## config.mk

```make
export PLATFORM = sky130hd
export DESIGN_NAME = acwd_decoder
export DESIGN_NICKNAME = d
export VERILOG_FILES = /design/src/include/acwd_pkg.sv /design/src/hw/acwd_decoder.sv
export SDC_FILE = /design/constraint.sdc
export NUM_CORES = 1
export LEC_CHECK = 0
export ABC_AREA = 1
export CAP_MARGIN = 5
export CORE_AREA = 2 2 72 125
export DETAILED_ROUTE_END_ITERATION = 8
export DIE_AREA = 0 0 74 127
export DONT_BUFFER_PORTS = 1
export MAX_ROUTING_LAYER = met4
export PLACE_DENSITY = 0.49
export SLEW_MARGIN = 10
export SYNTH_ARGS = -nofsm -noshare
export SYNTH_HDL_FRONTEND = slang
export SYNTH_SLANG_ARGS = --single-unit
```

## constraint.sdc

```tcl
create_clock -name clk -period 3.5 [get_ports clk]
set_input_delay 0.175 -clock clk [delete_from_list [all_inputs] [get_ports clk]]
set_output_delay 0.175 -clock clk [all_outputs]
set_load 0.01 [all_outputs]
```

## src/include/acwd_pkg.sv

```systemverilog
// Constants and types shared by the control-word decoder
package acwd_pkg;
    localparam int WORD_W = 16;
    localparam int SEL_BIT = 15;          // 0: mode control, 1: configuration
    localparam int PREFIX_HI = 15;
    localparam int PREFIX_LO = 11;
    localparam logic [4:0] CFG_PREFIX = 5'h10;
    // Mode-control word fields
    localparam int SCAN_HI = 14;
    localparam int SCAN_LO = 11;
    localparam int CHAN_HI = 10;
    localparam int CHAN_LO = 7;
    localparam int PM_HI = 5;
    localparam int PM_LO = 4;
    localparam int SWCONV_BIT = 1;
    localparam int CLKSEL_BIT = 3;        // Internal clock select in mode word
    // Configuration word fields
    localparam int REF_SEL_BIT = 10;
    localparam int AVG_EN_BIT = 9;
    localparam int SPD_HI = 1;
    localparam int SPD_LO = 0;
    // Scan codes
    localparam logic [3:0] SCAN_SEQ = 4'h9;
    localparam logic [3:0] SCAN_RESET = 4'h0;
    // Power modes
    localparam logic [1:0] PM_NORMAL = 2'h0;
    localparam logic [1:0] PM_SHDN = 2'h1;
    localparam logic [1:0] PM_STBY = 2'h2;
    // Reset values
    localparam logic REF_SEL_RST = 1'b0;
    localparam logic AVG_EN_RST = 1'b0;
    localparam logic [1:0] SPD_RST = 2'h0;
    localparam logic [1:0] PM_RST = 2'h0;
    localparam logic [3:0] CHAN_RST = 4'h0;
    // Discarded cycles after wake
    localparam logic [1:0] WAKE_DISCARD = 2'h2;
    localparam int SEQ_DEPTH = 256;
    localparam int BIT_CNT_W = 5;
    typedef enum logic [1:0] {ACWD_AWAKE, ACWD_ARMED, ACWD_ASLEEP} acwd_pwr_t;
endpackage

```

## src/hw/acwd_decoder.sv

```systemverilog
// Serial control-word decoder with power-management sequencing
`timescale 1ns/1ps
module acwd_decoder #(
    parameter int SEQ_LEN = acwd_pkg::SEQ_DEPTH
) (
    input wire logic clk, // 25 MHz system clock
    input wire logic rstn, // Async reset, active low
    input wire logic sclk, // Serial clock pin
    input wire logic cs_n, // Chip select pin, active low
    input wire logic din, // Serial data pin
    input wire logic conversion_start_pin_n, // Start pin, active low
    input wire logic conversions_done, // All requested conversions finished
    input wire logic [7:0] seq_len_m1, // Sequence list length minus one
    input wire logic seq_step, // Advance sequence pointer
    output logic [3:0] scan_mode, // Active scan code
    output logic [3:0] channel_select, // Selected input N
    output logic internal_clock, // Internal clock mode active
    output logic reference_select, // 1: differential reference
    output logic averaging_enable, // Effective averaging
    output logic [1:0] static_power_down_bits, // Static shutdown request
    output logic full_shutdown, // All circuitry off
    output logic bias_only, // Only bias generator on
    output logic conv_valid, // Conversion cycle result is valid
    output logic [7:0] seq_index // Sequence list pointer
);
    // Pointer is 8 bits wide, so longer lists cannot be served
    if (SEQ_LEN < 1 || SEQ_LEN > acwd_pkg::SEQ_DEPTH)
    begin : g_bad_seq_len
        $error("SEQ_LEN out of range");
    end

    // ==========================================
    // Pin synchronisers and edge detection
    logic [2:0] sck_s_q, sck_s_d, cs_s_q, cs_s_d, cnv_s_q, cnv_s_d;
    logic [1:0] din_s_q, din_s_d;
    logic sck_rise, cs_fall, cs_rise, cnv_fall;

    always_comb
    begin
        sck_s_d = {sck_s_q[1:0], sclk};
        cs_s_d = {cs_s_q[1:0], cs_n};
        cnv_s_d = {cnv_s_q[1:0], conversion_start_pin_n};
        din_s_d = {din_s_q[0], din};
        sck_rise = sck_s_q[1] & ~sck_s_q[2];
        cs_fall = ~cs_s_q[1] & cs_s_q[2];
        cs_rise = cs_s_q[1] & ~cs_s_q[2];
        cnv_fall = ~cnv_s_q[1] & cnv_s_q[2];
    end

    always_ff @(posedge clk or negedge rstn)
    begin
        if (!rstn)
        begin
            sck_s_q <= 3'h0;
            cs_s_q <= 3'h7;
            cnv_s_q <= 3'h7;
            din_s_q <= 2'h0;
        end
        else
        begin
            sck_s_q <= sck_s_d;
            cs_s_q <= cs_s_d;
            cnv_s_q <= cnv_s_d;
            din_s_q <= din_s_d;
        end
    end

    // ==========================================
    // Shift register
    logic [15:0] shift_q, shift_d;
    logic [4:0] bits_q, bits_d;
    logic word_ok;

    always_comb
    begin
        shift_d = shift_q;
        bits_d = bits_q;
        if (cs_fall)
            bits_d = 5'h0;
        else if (sck_rise && !cs_s_q[1])
        begin
            shift_d = {shift_q[14:0], din_s_q[1]};
            if (bits_q != 5'h1f)
                bits_d = bits_q + 5'h1;
        end
        word_ok = cs_rise && (bits_q == 5'(acwd_pkg::WORD_W));
    end

    always_ff @(posedge clk or negedge rstn)
    begin
        if (!rstn)
        begin
            shift_q <= 16'h0;
            bits_q <= 5'h0;
        end
        else
        begin
            shift_q <= shift_d;
            bits_q <= bits_d;
        end
    end

    // ==========================================
    // Register decode
    logic [3:0] scan_q, scan_d, chan_q, chan_d;
    logic [1:0] pm_q, pm_d, spd_q, spd_d;
    logic intclk_q, intclk_d, ref_q, ref_d, avg_q, avg_d, swconv_q, swconv_d;
    logic null_code, is_cfg, is_mode;

    always_comb
    begin
        scan_d = scan_q;
        chan_d = chan_q;
        pm_d = pm_q;
        intclk_d = intclk_q;
        ref_d = ref_q;
        avg_d = avg_q;
        spd_d = spd_q;
        swconv_d = 1'b0;
        is_mode = word_ok && !shift_q[acwd_pkg::SEL_BIT];
        is_cfg = word_ok && (shift_q[acwd_pkg::PREFIX_HI:acwd_pkg::PREFIX_LO]
            == acwd_pkg::CFG_PREFIX);
        null_code = shift_q[acwd_pkg::SCAN_HI:acwd_pkg::SCAN_LO]
            > acwd_pkg::SCAN_SEQ;
        if (is_mode && !null_code)
        begin
            scan_d = shift_q[acwd_pkg::SCAN_HI:acwd_pkg::SCAN_LO];
            chan_d = shift_q[acwd_pkg::CHAN_HI:acwd_pkg::CHAN_LO];
            pm_d = shift_q[acwd_pkg::PM_HI:acwd_pkg::PM_LO];
            intclk_d = shift_q[acwd_pkg::CLKSEL_BIT];
            swconv_d = shift_q[acwd_pkg::SWCONV_BIT];
            if (scan_d == acwd_pkg::SCAN_SEQ)
                intclk_d = 1'b0;
        end
        if (is_cfg)
        begin
            ref_d = shift_q[acwd_pkg::REF_SEL_BIT];
            avg_d = shift_q[acwd_pkg::AVG_EN_BIT];
            spd_d = shift_q[acwd_pkg::SPD_HI:acwd_pkg::SPD_LO];
        end
    end

    // Power state never resets registers, so contents survive sleep
    always_ff @(posedge clk or negedge rstn)
    begin
        if (!rstn)
        begin
            scan_q <= acwd_pkg::SCAN_RESET;
            chan_q <= acwd_pkg::CHAN_RST;
            pm_q <= acwd_pkg::PM_RST;
            intclk_q <= 1'b0;
            ref_q <= acwd_pkg::REF_SEL_RST;
            avg_q <= acwd_pkg::AVG_EN_RST;
            spd_q <= acwd_pkg::SPD_RST;
            swconv_q <= 1'b0;
        end
        else
        begin
            scan_q <= scan_d;
            chan_q <= chan_d;
            pm_q <= pm_d;
            intclk_q <= intclk_d;
            ref_q <= ref_d;
            avg_q <= avg_d;
            spd_q <= spd_d;
            swconv_q <= swconv_d;
        end
    end

    // ==========================================
    // Automatic power-down sequencing
    acwd_pkg::acwd_pwr_t pwr_q, pwr_d;
    logic [1:0] wake_q, wake_d;
    logic auto_on, auto_new;

    always_comb
    begin
        pwr_d = pwr_q;
        wake_d = wake_q;
        auto_on = (pm_q == acwd_pkg::PM_SHDN) || (pm_q == acwd_pkg::PM_STBY);
        // Judged on the word being decoded, so sleep comes one frame later
        auto_new = (pm_d == acwd_pkg::PM_SHDN) || (pm_d == acwd_pkg::PM_STBY);
        if (wake_q != 2'h0 && sck_rise)
            wake_d = wake_q - 2'h1;
        case (pwr_q)
            acwd_pkg::ACWD_AWAKE:
                if (auto_new && !intclk_d && word_ok)
                    pwr_d = acwd_pkg::ACWD_ARMED;
                else if (auto_on && intclk_q && conversions_done)
                    pwr_d = acwd_pkg::ACWD_ASLEEP;
            acwd_pkg::ACWD_ARMED:
                if (!auto_new || intclk_d)
                    pwr_d = acwd_pkg::ACWD_AWAKE;
                else if (cs_rise)
                    pwr_d = acwd_pkg::ACWD_ASLEEP;
            acwd_pkg::ACWD_ASLEEP:
                if (!auto_on)
                    pwr_d = acwd_pkg::ACWD_AWAKE;
                else if (!intclk_q && cs_fall)
                begin
                    pwr_d = acwd_pkg::ACWD_AWAKE;
                    wake_d = acwd_pkg::WAKE_DISCARD;
                end
                else if (intclk_q && (cnv_fall || swconv_q))
                    pwr_d = acwd_pkg::ACWD_AWAKE;
            default:
                pwr_d = acwd_pkg::ACWD_AWAKE;
        endcase
    end

    always_ff @(posedge clk or negedge rstn)
    begin
        if (!rstn)
        begin
            pwr_q <= acwd_pkg::ACWD_AWAKE;
            wake_q <= 2'h0;
        end
        else
        begin
            pwr_q <= pwr_d;
            wake_q <= wake_d;
        end
    end

    // ==========================================
    // Sequence pointer for the arbitrary list mode
    logic [7:0] idx_q, idx_d;

    always_comb
    begin
        idx_d = idx_q;
        if (word_ok || scan_q != acwd_pkg::SCAN_SEQ)
            idx_d = 8'h0;
        else if (seq_step)
            idx_d = (idx_q >= seq_len_m1 || 32'(idx_q) >= SEQ_LEN - 1)
                ? 8'h0 : idx_q + 8'h1;
    end

    always_ff @(posedge clk or negedge rstn)
    begin
        if (!rstn)
            idx_q <= 8'h0;
        else
            idx_q <= idx_d;
    end

    // ==========================================
    // Outputs
    always_comb
    begin
        scan_mode = scan_q;
        channel_select = chan_q;
        internal_clock = intclk_q;
        reference_select = ref_q;
        averaging_enable = avg_q && intclk_q
            && (scan_q != acwd_pkg::SCAN_SEQ);
        static_power_down_bits = spd_q;
        full_shutdown = (spd_q == acwd_pkg::PM_SHDN)
            || (pwr_q == acwd_pkg::ACWD_ASLEEP
                && pm_q == acwd_pkg::PM_SHDN);
        bias_only = (spd_q == acwd_pkg::PM_STBY)
            || (pwr_q == acwd_pkg::ACWD_ASLEEP
                && pm_q == acwd_pkg::PM_STBY);
        conv_valid = (pwr_q != acwd_pkg::ACWD_ASLEEP) && (wake_q == 2'h0);
        seq_index = idx_q;
    end
endmodule

```

Word level (Yosys, flattened, before mapping) --
Index checks and enable logic that the tools add are counted.
Word-level totals: output and inout bits 24, register bits after elaboration 60, input port bits 16
Operators by class: add/sub/neg operators 3, order comparisons 3, reduce and logical (&&, ||, !) cells 40, eq/ne operators 17, bitwise logic cells 9, multiplexer cells 22
Operator list (number):
- $mux W2 | 12
- $mux W8 | 3
- $logic_and A1 B1 Y1 | 17
- $mux W5 | 3
- $eq A5 B5 Y1 const B | 2
- $add A8 B1 Y8 const B | 1
- $eq A2 B1 Y1 const B | 4
- $eq A2 B2 Y1 const B | 4
- $ge A8 B8 Y1 | 1
- $ge A8 B8 Y1 const B | 1
- $logic_or A1 B1 Y1 | 8
- $ne A4 B4 Y1 const B | 2
- $reduce_bool A2 Y1 | 4
- $logic_not A1 Y1 | 6
- $ne A3 B3 Y1 const B | 2
- $pmux W2 S3 | 1
- $add A5 B1 Y5 const B | 1
- $ne A5 B5 Y1 const B | 1
- $not A1 Y1 | 5
- $and A1 B1 Y1 | 4
- $eq A4 B4 Y1 const B | 1
- $gt A4 B4 Y1 const B | 1
- $logic_not A2 Y1 | 2
- $reduce_and A2 Y1 | 2
- other kinds (4) | 6

Logic depth before layout (Yosys ltp) --
Gate-level depths: netlist of the first run.
word-level depth 12, depth in mapped cells 17, depth with buffers taken out 16

Least setup slack after synthesis of the first run --
OpenSTA, ideal clock, no wires.
path type register to register, start point register idx_q[7] (netlist: seq_index[7]), end point register idx_q[2] (netlist: seq_index[2]), library setup time 0.130 ns, data arrival time 1.559 ns, cell stages (with the launch flop) 10, path slack 1.811 ns, path buffers 0, cells stage by stage dfrtp_1 -> ha_1 -> nand2_1 -> nor2_1 -> nand4_1 -> nand3_1 -> a31oi_1 -> and2_1 -> nor2_1 -> nor2_1
Between the ends: longest elaborated chain between the ends 5, elaborated cells on any way between the ends 6
RTL lines:
- from (decl) | line acwd_decoder.sv:227 | logic [7:0] idx_q, idx_d;
- from (signal assigned) | line acwd_decoder.sv:244 | idx_q <= idx_d;
- $ge A8 B8 Y1 | line acwd_decoder.sv:235 | idx_d = (idx_q >= seq_len_m1 || 32'(idx_q) >= SEQ_LEN - 1)
- $logic_or A1 B1 Y1 * | line acwd_decoder.sv:235
- $mux W8 * | line acwd_decoder.sv:236 | ? 8'h0 : idx_q + 8'h1;
- $mux W8 * | line acwd_decoder.sv:234 | else if (seq_step)
- $mux W8 * | line acwd_decoder.sv:232 | if (word_ok || scan_q != acwd_pkg::SCAN_SEQ)
Every way passes the cells marked *; elsewhere a longest branch is shown, timed or not. The select of a mux whose other input is x is not followed. A chain may end at the register's enable or synchronous reset.

Worst setup path in the final report of the first run --
start point register idx_q[1] (netlist: seq_index[1]), end point register idx_q[6] (netlist: seq_index[6])
Between the ends: longest elaborated chain between the ends 5, elaborated cells on any way between the ends 7
RTL lines (line):
- $ge A8 B8 Y1 | acwd_decoder.sv:235
- $logic_or A1 B1 Y1 | acwd_decoder.sv:235
- $mux W8 * | acwd_decoder.sv:236
- $mux W8 * | acwd_decoder.sv:234
- $mux W8 * | acwd_decoder.sv:232
Marked as above.

==> flow_metrics.env, run 1 <==
export IMPL_cts_tree="yes"
export IMPL_maxSlewHeadroom=0.389
export IMPL_hold_path_class="in -> reg"
export IMPL_synth_compound_area_frac=0.0929
export IMPL_diodes=0
export IMPL_worstSetupEndpointType="flip-flop"
export IMPL_synth_nets=348
export IMPL_cap_violations=0
export IMPL_required_ps=3690
export IMPL_crit_fanout=6
export IMPL_syn_to_final_growth_pct=19.0
export IMPL_vias=2062
export IMPL_drtIter0Drc=105
export IMPL_synth_area_leaders="dfrtp_1 (47%), nand2_1 (7.5%), ha_1 (6.6%), inv_1 (5.9%), dfstp_2 (5.5%)"
export IMPL_initial_core_util=0.343
export IMPL_startpoint_type="flip-flop"
export IMPL_synth_area_mm2=0.00285
export IMPL_grt_overflow_total=0
export IMPL_num_fill_cells=847
export IMPL_viasPerCell=4.58
export IMPL_outcome="finished, final reports clean"
export IMPL_grt_max_degree=61
export IMPL_max_freq_ghz=0.494
export IMPL_cts_resized_gates=0
export IMPL_h_tree_depth=3
export IMPL_synth_top_family_by_area="simple AND/OR/NAND/NOR gates"
export IMPL_yosys_area_top_type="dfrtp_1"
export IMPL_ios=40
export IMPL_grt_pass1_vias=2146
export IMPL_grt_use_total=0.144
export IMPL_yosys_warnings=0
export IMPL_yosys_register_bits=60
export IMPL_fp_dieArea_mm2=0.00940
export IMPL_fin_crit_sh=0.579
export IMPL_place_ws_ps=1440
export IMPL_io_buffers=0
export IMPL_grt_pass1_wl_um=9860
export IMPL_firstDrtPassIters=4
export IMPL_path_clk_slew_ps=50
export IMPL_rows=44
export IMPL_drv_slew=0
export IMPL_finish_net_count=361
export IMPL_setup_slack_ps=1470
export IMPL_synth_async_reset_ratio=1.00
export IMPL_ys_seq_area_frac=0.529
export IMPL_ir_drop_v=0.000314
export IMPL_rsz0062_at_grt="false"
export IMPL_cts_made_buffers=9
export IMPL_detail_route_antenna_nets=0
export IMPL_drive_gt1_frac=0.128
export IMPL_synth_cell_types=34
export IMPL_finalSetupViolCount=0
export IMPL_routed_wl_um=5850
export IMPL_synth_edf_count=0
export IMPL_crit_arrival_ps=2220
export IMPL_ys_flop_type="dfrtp_1"
export IMPL_hold_viol_final=0
export IMPL_skew_ps=5.14
export IMPL_netlist_area_leader_share=0.473
export IMPL_core_mm2=0.00831
export IMPL_routedWlPerCell_um=13.0
export IMPL_die_w_um=74
export IMPL_place_gp_congestion=0.752
export IMPL_worstSetupPathType="reg -> reg"
export IMPL_fin_tns_setup_ps=0
export IMPL_r2r_setup_slack_ps=1470
export IMPL_dp_hpwl_um=4210
export IMPL_tightest_slew_ps=914
export IMPL_synth_xor_area_share=0.0184
export IMPL_period_needed_ps=2030
export IMPL_synth_simple_area_share=0.219
export IMPL_cts_root_buf="clkbuf_16"
export IMPL_drc_errors=0
export IMPL_cts_sinks=60
export IMPL_clock_latency_ps=330
export IMPL_antenna_found_initial=0
export IMPL_p_leak_nw=1.64
export IMPL_synthCells=317
export IMPL_p_per_area_mw_per_mm2=632
export IMPL_synthMuxAreaShare=0
export IMPL_avgSynthCellArea_um2=9.00
export IMPL_synth_commonest_cells="nand2_1 (57), dfrtp_1 (54), inv_1 (45)"
export IMPL_synth_fa_ha_area_frac=0.0658
export IMPL_synth_most_common_cell="nand2_1"
export IMPL_clockBufferDepth=2
export IMPL_die_h_um=127
-- stage by stage --
stage | total power [W] | cell area, um^2 | utilization | hold slack (ps) | cells
2_1_floorplan | 0.00109 | 2850 | - | -121 | 317
3_3_place_gp | 0.00115 | 2970 | 0.357 | -119 | 427
3_5_place_dp | 0.00116 | 2970 | 0.357 | -119 | 427
4_1_cts | 0.00218 | 3400 | 0.408 | 17.9 | 450
5_1_grt | 0.00228 | 3400 | 0.408 | 46.0 | 450
6_report | 0.00215 | 3400 | 0.408 | 31.5 | 450
-- sequential cells by signal, summed over array words and instances, names as in the netlist --
name and count:
avg_q 1, bits_q 5, channel_select 4, cnv_s_q 3, cs_s_q 3, din_s_q 2, internal_clock 1, pm_q 2
pwr_q 2, reference_select 1, scan_mode 4, sck_s_q 3, seq_index 8, shift_q 16, static_power_down_bits 2, swconv_q 1
wake_q 2
-- worst max-delay path, cell delays in order, from the launching register on --
cell     delay (ps)
dfrtp_1         460
ha_1            350
a21oi_1          70
o21ai_0         180
nand2_1          70
nand3_1          70
a31oi_1          60
and2_1          190
nor2_1          350
nor2_1           90
-- worst paths after layout --
kind                                     startpoint                  endpoint  depth (start not counted)
setup / recovery           seq_index[1]$_DFFE_PN0P_  seq_index[6]$_DFFE_PN0P_                          9
setup reg to reg           seq_index[1]$_DFFE_PN0P_  seq_index[6]$_DFFE_PN0P_                          9
min in group asynchronous                      rstn      sck_s_q[0]$_DFF_PN0_                          2
hold / removal                             seq_step  seq_index[0]$_DFFE_PN0P_                          2
hold reg to reg                sck_s_q[0]$_DFF_PN0_      sck_s_q[1]$_DFF_PN0_                          0
max in group asynchronous                      rstn      cnv_s_q[2]$_DFF_PN1_                          2
-- kinds of logic (layout without fill, tap and decap cells) --
family | after synthesis | count (layout)
and+or+nand+nor | 132 | 132
DFF | 60 | 60
buffers and inverters | 55 | 73
AOI/OAI and AO/OA | 49 | 49
adders and majority gates | 15 | 15
xor gates and xnor gates | 6 | 6
-- layer usage --
| metal | vias up | track usage | share of wire |
|---|---|---|---|
| met1 | 970 | 0.150 | 0.40 |
| li1 | 1046 | - | - |
| met5 | - | - | 0 |
| met4 | 0 | 0.0781 | 0.032 |
| met2 | 34 | 0.243 | 0.54 |
| met3 | 12 | 0.0371 | 0.031 |
-- power by group --
group	leakage, nW	total [W]	internal, W	switching, W
Clock	0.169	0.000979	0.000678	0.000301
Combinational	0.690	0.000295	0.000110	0.000185
Sequential	0.777	0.000873	0.000792	0.0000813
-- cell usage in the layout (no fill, tap or decap) --
cell           instances
a211oi_1               1
a21oi_1                8
a22o_1                 1
a22oi_1                1
a31oi_1                3
and2_1                 1
buf_16                 1
bufinv_16              2
clkbuf_16              9
clkbuf_8               3
clkinv_2               3
dfrtp_1               54
dfstp_2                6
dlygate4sd3_1          6
ha_1                  15
inv_1                 45
inv_2                  4
nand2_1               57
nand2_2                8
nand2_4                1
nand3_1               16
nand3_2                1
nand3b_1               2
nand4_1                5
nor2_1                29
nor2_2                 1
nor2_4                 3
nor2_8                 1
nor3_1                 5
nor4_1                 1
o211ai_1               1
o21a_1                 1
o21ai_0               31
o21ai_1                1
o31ai_1                1
or2_1                  1
xor2_1                 6
-- layout make-up --
type	count	area, um^2	area share
Sequential cell	60	1510	0.444
Clock buffer	12	267	0.0785
Clock inverter	4	70.1	0.0206
Multi-Input combinational cell	202	1130	0.333
Inverter	50	189	0.0556
Timing Repair Buffer	7	87.6	0.0258
Tap cell	115	144	0.0424
-- what timing repair did --
item | 4_1_cts | 5_1_grt
buffers inserted | 0 | 0
endpoints found under the hold margin | 65 | 0
endpoints found under the setup margin | 0 | 0
hold buffers | 7 | 0
Note: power is estimated with default switching activity, not from simulation.
==> run 2: changes to the inputs <==
ABC_AREA = 0   (was 1)
CORE_AREA = 2 2 71 124   (was 2 2 72 125)
DIE_AREA = 0 0 73 126   (was 0 0 74 127)
PLACE_DENSITY = 0.51   (was 0.49)
clock period = 1.7 ns   (was 3.5 ns; I/O delays follow)
==> flow_metrics.env, run 2 <==
export IMPL_outcome="finished, violations left"
export IMPL_violations="setup timing"
export IMPL_fin_crit_sh=1.05
export IMPL_synthCells=244
export IMPL_synth_most_common_cell="dfrtp_1"
export IMPL_largest_reg_flops=16
export IMPL_fin_tns_setup_ps=-313
export IMPL_dp_hpwl_um=4410
export IMPL_diodes=0
export IMPL_synth_area_leaders="dfrtp_1 (48%), mux2_2 (11%), ha_1 (6.7%), dfstp_2 (5.6%), inv_1 (2.4%)"
export IMPL_cts_sinks=60
export IMPL_drv_slew=0
export IMPL_synth_commonest_cells="dfrtp_1 (54), mux2_2 (28), inv_1 (18), nor2_1 (18), nand2_1 (16)"
export IMPL_firstDrtPassIters=4
export IMPL_drtIter0Drc=36
export IMPL_ys_seq_area_frac=0.537
export IMPL_cts_root_buf="clkbuf_16"
export IMPL_die_w_um=73
export IMPL_crit_slowest_cell="dfrtp_1"
export IMPL_drive_gt1_frac=0.410
export IMPL_period_needed_ps=1780
export IMPL_yosys_warnings=0
export IMPL_syn_to_final_growth_pct=37.0
export IMPL_required_ps=1910
export IMPL_synth_edf_count=0
export IMPL_worstSetupPathType="reg -> reg"
export IMPL_holdPathStages=3
export IMPL_finish_net_count=338
export IMPL_cts_tree="yes"
export IMPL_clockBufferDepth=2
export IMPL_cap_violations=0
export IMPL_p_leak_nw=1.81
export IMPL_reg2reg_to="pwr_q[1]$_DFFE_PN0P_"
export IMPL_grt_overflow_total=0
export IMPL_finalPower_w=0.00338
export IMPL_clock_latency_ps=320
export IMPL_min_to="seq_index[5]$_DFFE_PN0P_"
export IMPL_rsz0062_at_grt="true"
export IMPL_ir_drop_v=0.000699
export IMPL_initial_core_util=0.342
export IMPL_synth_top_family_by_area="simple AND/OR/NAND/NOR gates"
export IMPL_p_per_area_mw_per_mm2=877
export IMPL_final_area_mm2=0.00385
export IMPL_r2r_setup_slack_ps=-80
export IMPL_place_gp_congestion=0.796
export IMPL_synth_xor_area_share=0.0187
export IMPL_hold_viol_final=0
export IMPL_routedWlPerCell_um=15.5
export IMPL_cts_made_buffers=9
export IMPL_io_buffers=0
export IMPL_grt_pass1_wl_um=10300
export IMPL_antenna_found_initial=0
export IMPL_ios=40
export IMPL_synth_area_mm2=0.00281
export IMPL_tightest_slew_ps=376
export IMPL_skew_ps=3.11
export IMPL_synth_cell_types=38
export IMPL_avgSynthCellArea_um2=11.5
export IMPL_synth_compound_area_frac=0.0815
export IMPL_vias=2022
export IMPL_final_common_cell="dfrtp_1"
export IMPL_synth_fa_ha_area_frac=0.0668
export IMPL_yosys_area_top_type="dfrtp_1"
export IMPL_grt_pass1_vias=2213
export IMPL_h_tree_depth=3
export IMPL_crit_arrival_ps=1990
export IMPL_crit_path_cell_trace="inv_1 > ha_1 > nand4bb_1 > a2111o_1 > nand3b_4 > a32o_1 > a22o_1"
export IMPL_final_cell_mix="dfrtp_1 (53), buf_4 (40), mux2_2 (25)"
export IMPL_yosys_register_bits=60
export IMPL_rows=44
export IMPL_synthMuxAreaShare=0.119
export IMPL_synth_async_reset_ratio=1.00
export IMPL_worstHoldStart="seq_step"
export IMPL_crit_fanout=3
export IMPL_placed_cell_area_mm2=0.00330
export IMPL_finalSetupViolCount=9
export IMPL_detail_route_antenna_nets=0
export IMPL_fin_util=0.469
export IMPL_maxSlewHeadroom=0.747
export IMPL_core_mm2=0.00820
export IMPL_regMostFlops="shift_q"
export IMPL_hold_path_class="in -> reg"
export IMPL_netlist_area_leader_share=0.481
export IMPL_synth_simple_area_share=0.147
export IMPL_timing_rr_start="bits_q[0]$_DFFE_PN0P_"
export IMPL_grt_use_total=0.150
export IMPL_routed_wl_um=6250
export IMPL_path_clk_slew_ps=50
export IMPL_viasPerCell=5.00
export IMPL_setup_slack_ps=-84.2
export IMPL_die_h_um=126
export IMPL_reg2reg_depth=7
export IMPL_grt_max_degree=61
export IMPL_startpoint_type="flip-flop"
export IMPL_drc_errors=0
export IMPL_synth_nets=275
export IMPL_ys_flop_type="dfrtp_1"
export IMPL_max_freq_ghz=0.560
export IMPL_worstSetupEndpointType="flip-flop"
export IMPL_cpPeakStageDelay_ps=380
export IMPL_fp_dieArea_mm2=0.00920
==> run 2: worst max path at each step <==
stage / start / end / slack (ps) / cells past startpoint
6_report: bits_q[0]$_DFFE_PN0P_ / pwr_q[1]$_DFFE_PN0P_ / -80 / 7
5_1_grt: bits_q[1]$_DFFE_PN0P_ / pwr_q[1]$_DFFE_PN0P_ / -180 / 7
4_1_cts: bits_q[0]$_DFFE_PN0P_ / pwr_q[1]$_DFFE_PN0P_ / -90 / 7
3_5_place_dp: bits_q[0]$_DFFE_PN0P_ / reference_select$_DFFE_PN0P_ / -120 / 7
3_3_place_gp: bits_q[0]$_DFFE_PN0P_ / static_power_down_bits[0]$_DFFE_PN0P_ / -70 / 7
2_1_floorplan: shift_q[13]$_DFFE_PN0P_ / pwr_q[1]$_DFFE_PN0P_ / -110 / 5
==> run 2: power by group <==
part           internal [W]  switching [W]  leakage (nW)
combinational      0.000125       0.000118         0.881
sequential          0.00149      0.0000407         0.798
clock              0.000983       0.000614         0.127
total               0.00260       0.000773          1.81
==> run 2: timing repair <==
action | in CTS | in global routing
pin swaps | 3 | 11
endpoints found under the hold margin | 70 | 0
endpoints found under the setup margin | 13 | 39
resized for setup | 15 | 24
hold buffers | 7 | 0
gates cloned | 0 | 1
buffers inserted | 2 | 1
==> run 2: layout make-up <==
class,count,area [um^2]
well taps,92,115
multi-input cells,162,1380
repair buffers,56,512
clock buffers,12,236
fillers,758,4360
inverters,18,70.1
clock inverters,4,26.3
flip-flops and latches,60,1510
==> run 2: kinds of logic (layout without fill, tap and decap cells) <==
| group | Yosys count | count (layout) |
|---|---|---|
| simple gates | 74 | 74 |
| flops | 60 | 60 |
| compound gates | 37 | 37 |
| mux | 30 | 30 |
| buf+inv | 22 | 90 |
| fa+ha+maj | 15 | 15 |
| xor+xnor | 6 | 6 |
==> run 2: through the flow <==
step,instances,hold slack (ps),setup slack [ps]
floorplan,244,-211,-115
global placement,377,-209,-71.5
detailed placement,377,-209,-117
CTS,402,52.5,-91.0
global route,404,104,-180
finish,404,70.7,-84.2
==> run 2: per-layer routing <==
metal / up-vias / wire length [um] / part of all wire / GRT usage
li1: 983 / - / - / -
met1: 984 / 2350 / 0.38 / 0.152
met2: 44 / 3500 / 0.56 / 0.255
met3: 11 / 243 / 0.039 / 0.0376
met4: 0 / 164 / 0.026 / 0.0806
met5: - / 0 / 0 / -
==> run 2: critical path, delay by kind of cell (launching register included) <==
family | cells | cell delay (ps)
AO/OA/AOI/OAI | 3 | 790
flip-flops | 1 | 380
adder cells (fa/ha/maj) | 1 | 130
AND/OR/NAND/NOR | 2 | 310
buffers and inverters | 1 | 60
==> run 3: changes to the inputs <==
CORE_AREA = 2 2 77 134   (was 2 2 71 124)
DIE_AREA = 0 0 79 136   (was 0 0 73 126)
HOLD_SLACK_MARGIN = 0.02   (was not set)
PLACE_DENSITY = 0.45   (was 0.51)
==> flow_metrics.env, run 3 (synthesized netlist as in run 2, its figures left out) <==
export IMPL_detail_route_antenna_nets=0
export IMPL_finalPower_w=0.00365
export IMPL_dp_hpwl_um=4740
export IMPL_cts_sinks=60
export IMPL_fp_dieArea_mm2=0.0107
export IMPL_place_gp_congestion=0.769
export IMPL_worstSetupPathType="reg -> reg"
export IMPL_syn_to_final_growth_pct=41.8
export IMPL_period_needed_ps=1810
export IMPL_drc_errors=0
export IMPL_grt_pass1_vias=2185
export IMPL_io_buffers=0
export IMPL_hold_path_class="in -> reg"
export IMPL_placedCellCount=406
export IMPL_skew_ps=8.51
export IMPL_cts_made_buffers=9
export IMPL_hold_viol_final=0
export IMPL_initial_core_util=0.289
export IMPL_crit_path_cell_trace="inv_1 > ha_1 > nand4bb_1 > or2_4 > nor4_4 > buf_4 > mux2_2"
export IMPL_p_per_area_mw_per_mm2=917
export IMPL_finalSetupViolCount=5
export IMPL_final_area_mm2=0.00398
export IMPL_cts_root_buf="clkbuf_16"
export IMPL_crit_slowest_cell="dfrtp_1"
export IMPL_final_seq_area_mm2=0.00151
export IMPL_rows=48
export IMPL_ir_drop_v=0.000628
export IMPL_fin_crit_sh=1.06
export IMPL_grt_pass1_wl_um=11000
export IMPL_cp_top_family="simple AND/OR/NAND/NOR gates"
export IMPL_busiest_layer="met2"
export IMPL_num_fill_cells=950
export IMPL_grt_util_met1=0.140
export IMPL_routedWlPerCell_um=15.9
export IMPL_grt_overflow_total=0
export IMPL_final_common_cell="dfrtp_1"
export IMPL_cap_violations=0
export IMPL_path_clk_slew_ps=60
export IMPL_cp_buffers_inverters=2
export IMPL_fin_cells=437
export IMPL_placed_cell_area_mm2=0.00331
export IMPL_drtIter0Drc=39
export IMPL_largest_reg_flops=16
export IMPL_core_mm2=0.00973
export IMPL_clock_latency_ps=330
export IMPL_finish_net_count=338
export IMPL_crit_arrival_ps=2020
export IMPL_outcome="finished, violations left"
export IMPL_final_cell_mix="dfrtp_1 (53), buf_4 (41), inv_1 (17), nor2_1 (17), nand2_1 (16)"
export IMPL_grt_use_total=0.142
export IMPL_crit_fanout=5
export IMPL_worstSetupEndpointType="flip-flop"
export IMPL_firstDrtPassIters=4
export IMPL_cts_tree="yes"
export IMPL_p_leak_nw=1.84
export IMPL_tightest_slew_ps=379
export IMPL_met2_usage=0.254
export IMPL_die_h_um=136
export IMPL_die_w_um=79
export IMPL_required_ps=1910
export IMPL_vias=2076
export IMPL_maxSlewHeadroom=0.744
export IMPL_routed_wl_um=6930
export IMPL_antenna_found_initial=0
export IMPL_clockBufferDepth=2
export IMPL_drv_slew=0
export IMPL_drive_gt1_frac=0.426
export IMPL_multi_input_area_mm2=0.00143
export IMPL_diodes=0
export IMPL_fin_tns_setup_ps=-429
export IMPL_startpoint_type="flip-flop"
export IMPL_ios=40
export IMPL_h_tree_depth=3
export IMPL_cpPeakStageDelay_ps=370
export IMPL_viasPerCell=4.75
export IMPL_setup_slack_ps=-109
export IMPL_rsz0062_at_grt="true"
export IMPL_grt_use_met3=0.0345
export IMPL_violations="setup timing"
export IMPL_max_freq_ghz=0.553
export IMPL_grt_max_degree=61
export IMPL_regMostFlops="shift_q"
-- run 3: cell types whose count changed in the layout (fill, tap and decap cells not counted), sizes merged --
cell	before	now
clkinv	3	2
bufinv	0	1
clkinvlp	1	2
clkbuf	13	11
inv	18	19
-- run 3: path summary, 6_finish.rpt --
| check | slack, ps | startpoint | to | cells after the start |
|---|---|---|---|---|
| max | -110 | bits_q[0]$_DFFE_PN0P_ | static_power_down_bits[0]$_DFFE_PN0P_ | 7 |
| min | 70 | seq_step | seq_index[5]$_DFFE_PN0P_ | 3 |
| max reg2reg | -110 | bits_q[0]$_DFFE_PN0P_ | static_power_down_bits[0]$_DFFE_PN0P_ | 7 |
| min reg2reg | 350 | sck_s_q[0]$_DFF_PN0_ | sck_s_q[1]$_DFF_PN0_ | 0 |
| max in group asynchronous | 1100 | rstn | cs_s_q[1]$_DFF_PN1_ | 2 |
| min in group asynchronous | 270 | rstn | sck_s_q[1]$_DFF_PN0_ | 2 |
-- run 3: where the power goes --
part | switching [W] | leakage [nW] | internal, W
combinational | 0.000119 | 0.894 | 0.000128
clock | 0.000683 | 0.145 | 0.00118
sequential | 0.0000467 | 0.798 | 0.00149
-- run 3: area by class of cell --
type                    count  share of cell area
inverters                  18              0.0170
multi-input cells         162               0.359
repair buffers             56               0.128
clock inverters             6              0.0179
flip-flops and latches     60               0.379
clock buffers              10              0.0600
well taps                 125              0.0393
-- run 3: layer usage --
| metal | share of wire | up-vias |
|---|---|---|
| li1 | - | 989 |
| met3 | 0.035 | 13 |
| met5 | 0 | - |
| met1 | 0.38 | 1033 |
| met2 | 0.56 | 41 |
| met4 | 0.024 | 0 |
-- run 3: per-stage QoR --
stage               setup WS, ps  utilization  hold WS (ps)
finish                      -109        0.409          67.5
CTS                         -108        0.396          50.9
floorplan                   -115            -          -211
global route                -202        0.409          74.9
detailed placement          -155        0.340          -209
global placement            -158        0.340          -209
-- run 3: repair_timing --
action / in CTS / in global routing
buffers inserted: 5 / 2
endpoints found under the hold margin: 70 / 0
cloned: 1 / 0
pin swaps: 10 / 13
hold buffers: 7 / 0
endpoints found under the setup margin: 30 / 42
resized for setup: 22 / 31
-- run 3: tightest hold or removal path, delay by kind of cell --
kind	cells	cell delay, ps
AO/OA/AOI/OAI	1	60
AND/OR/NAND/NOR	2	210
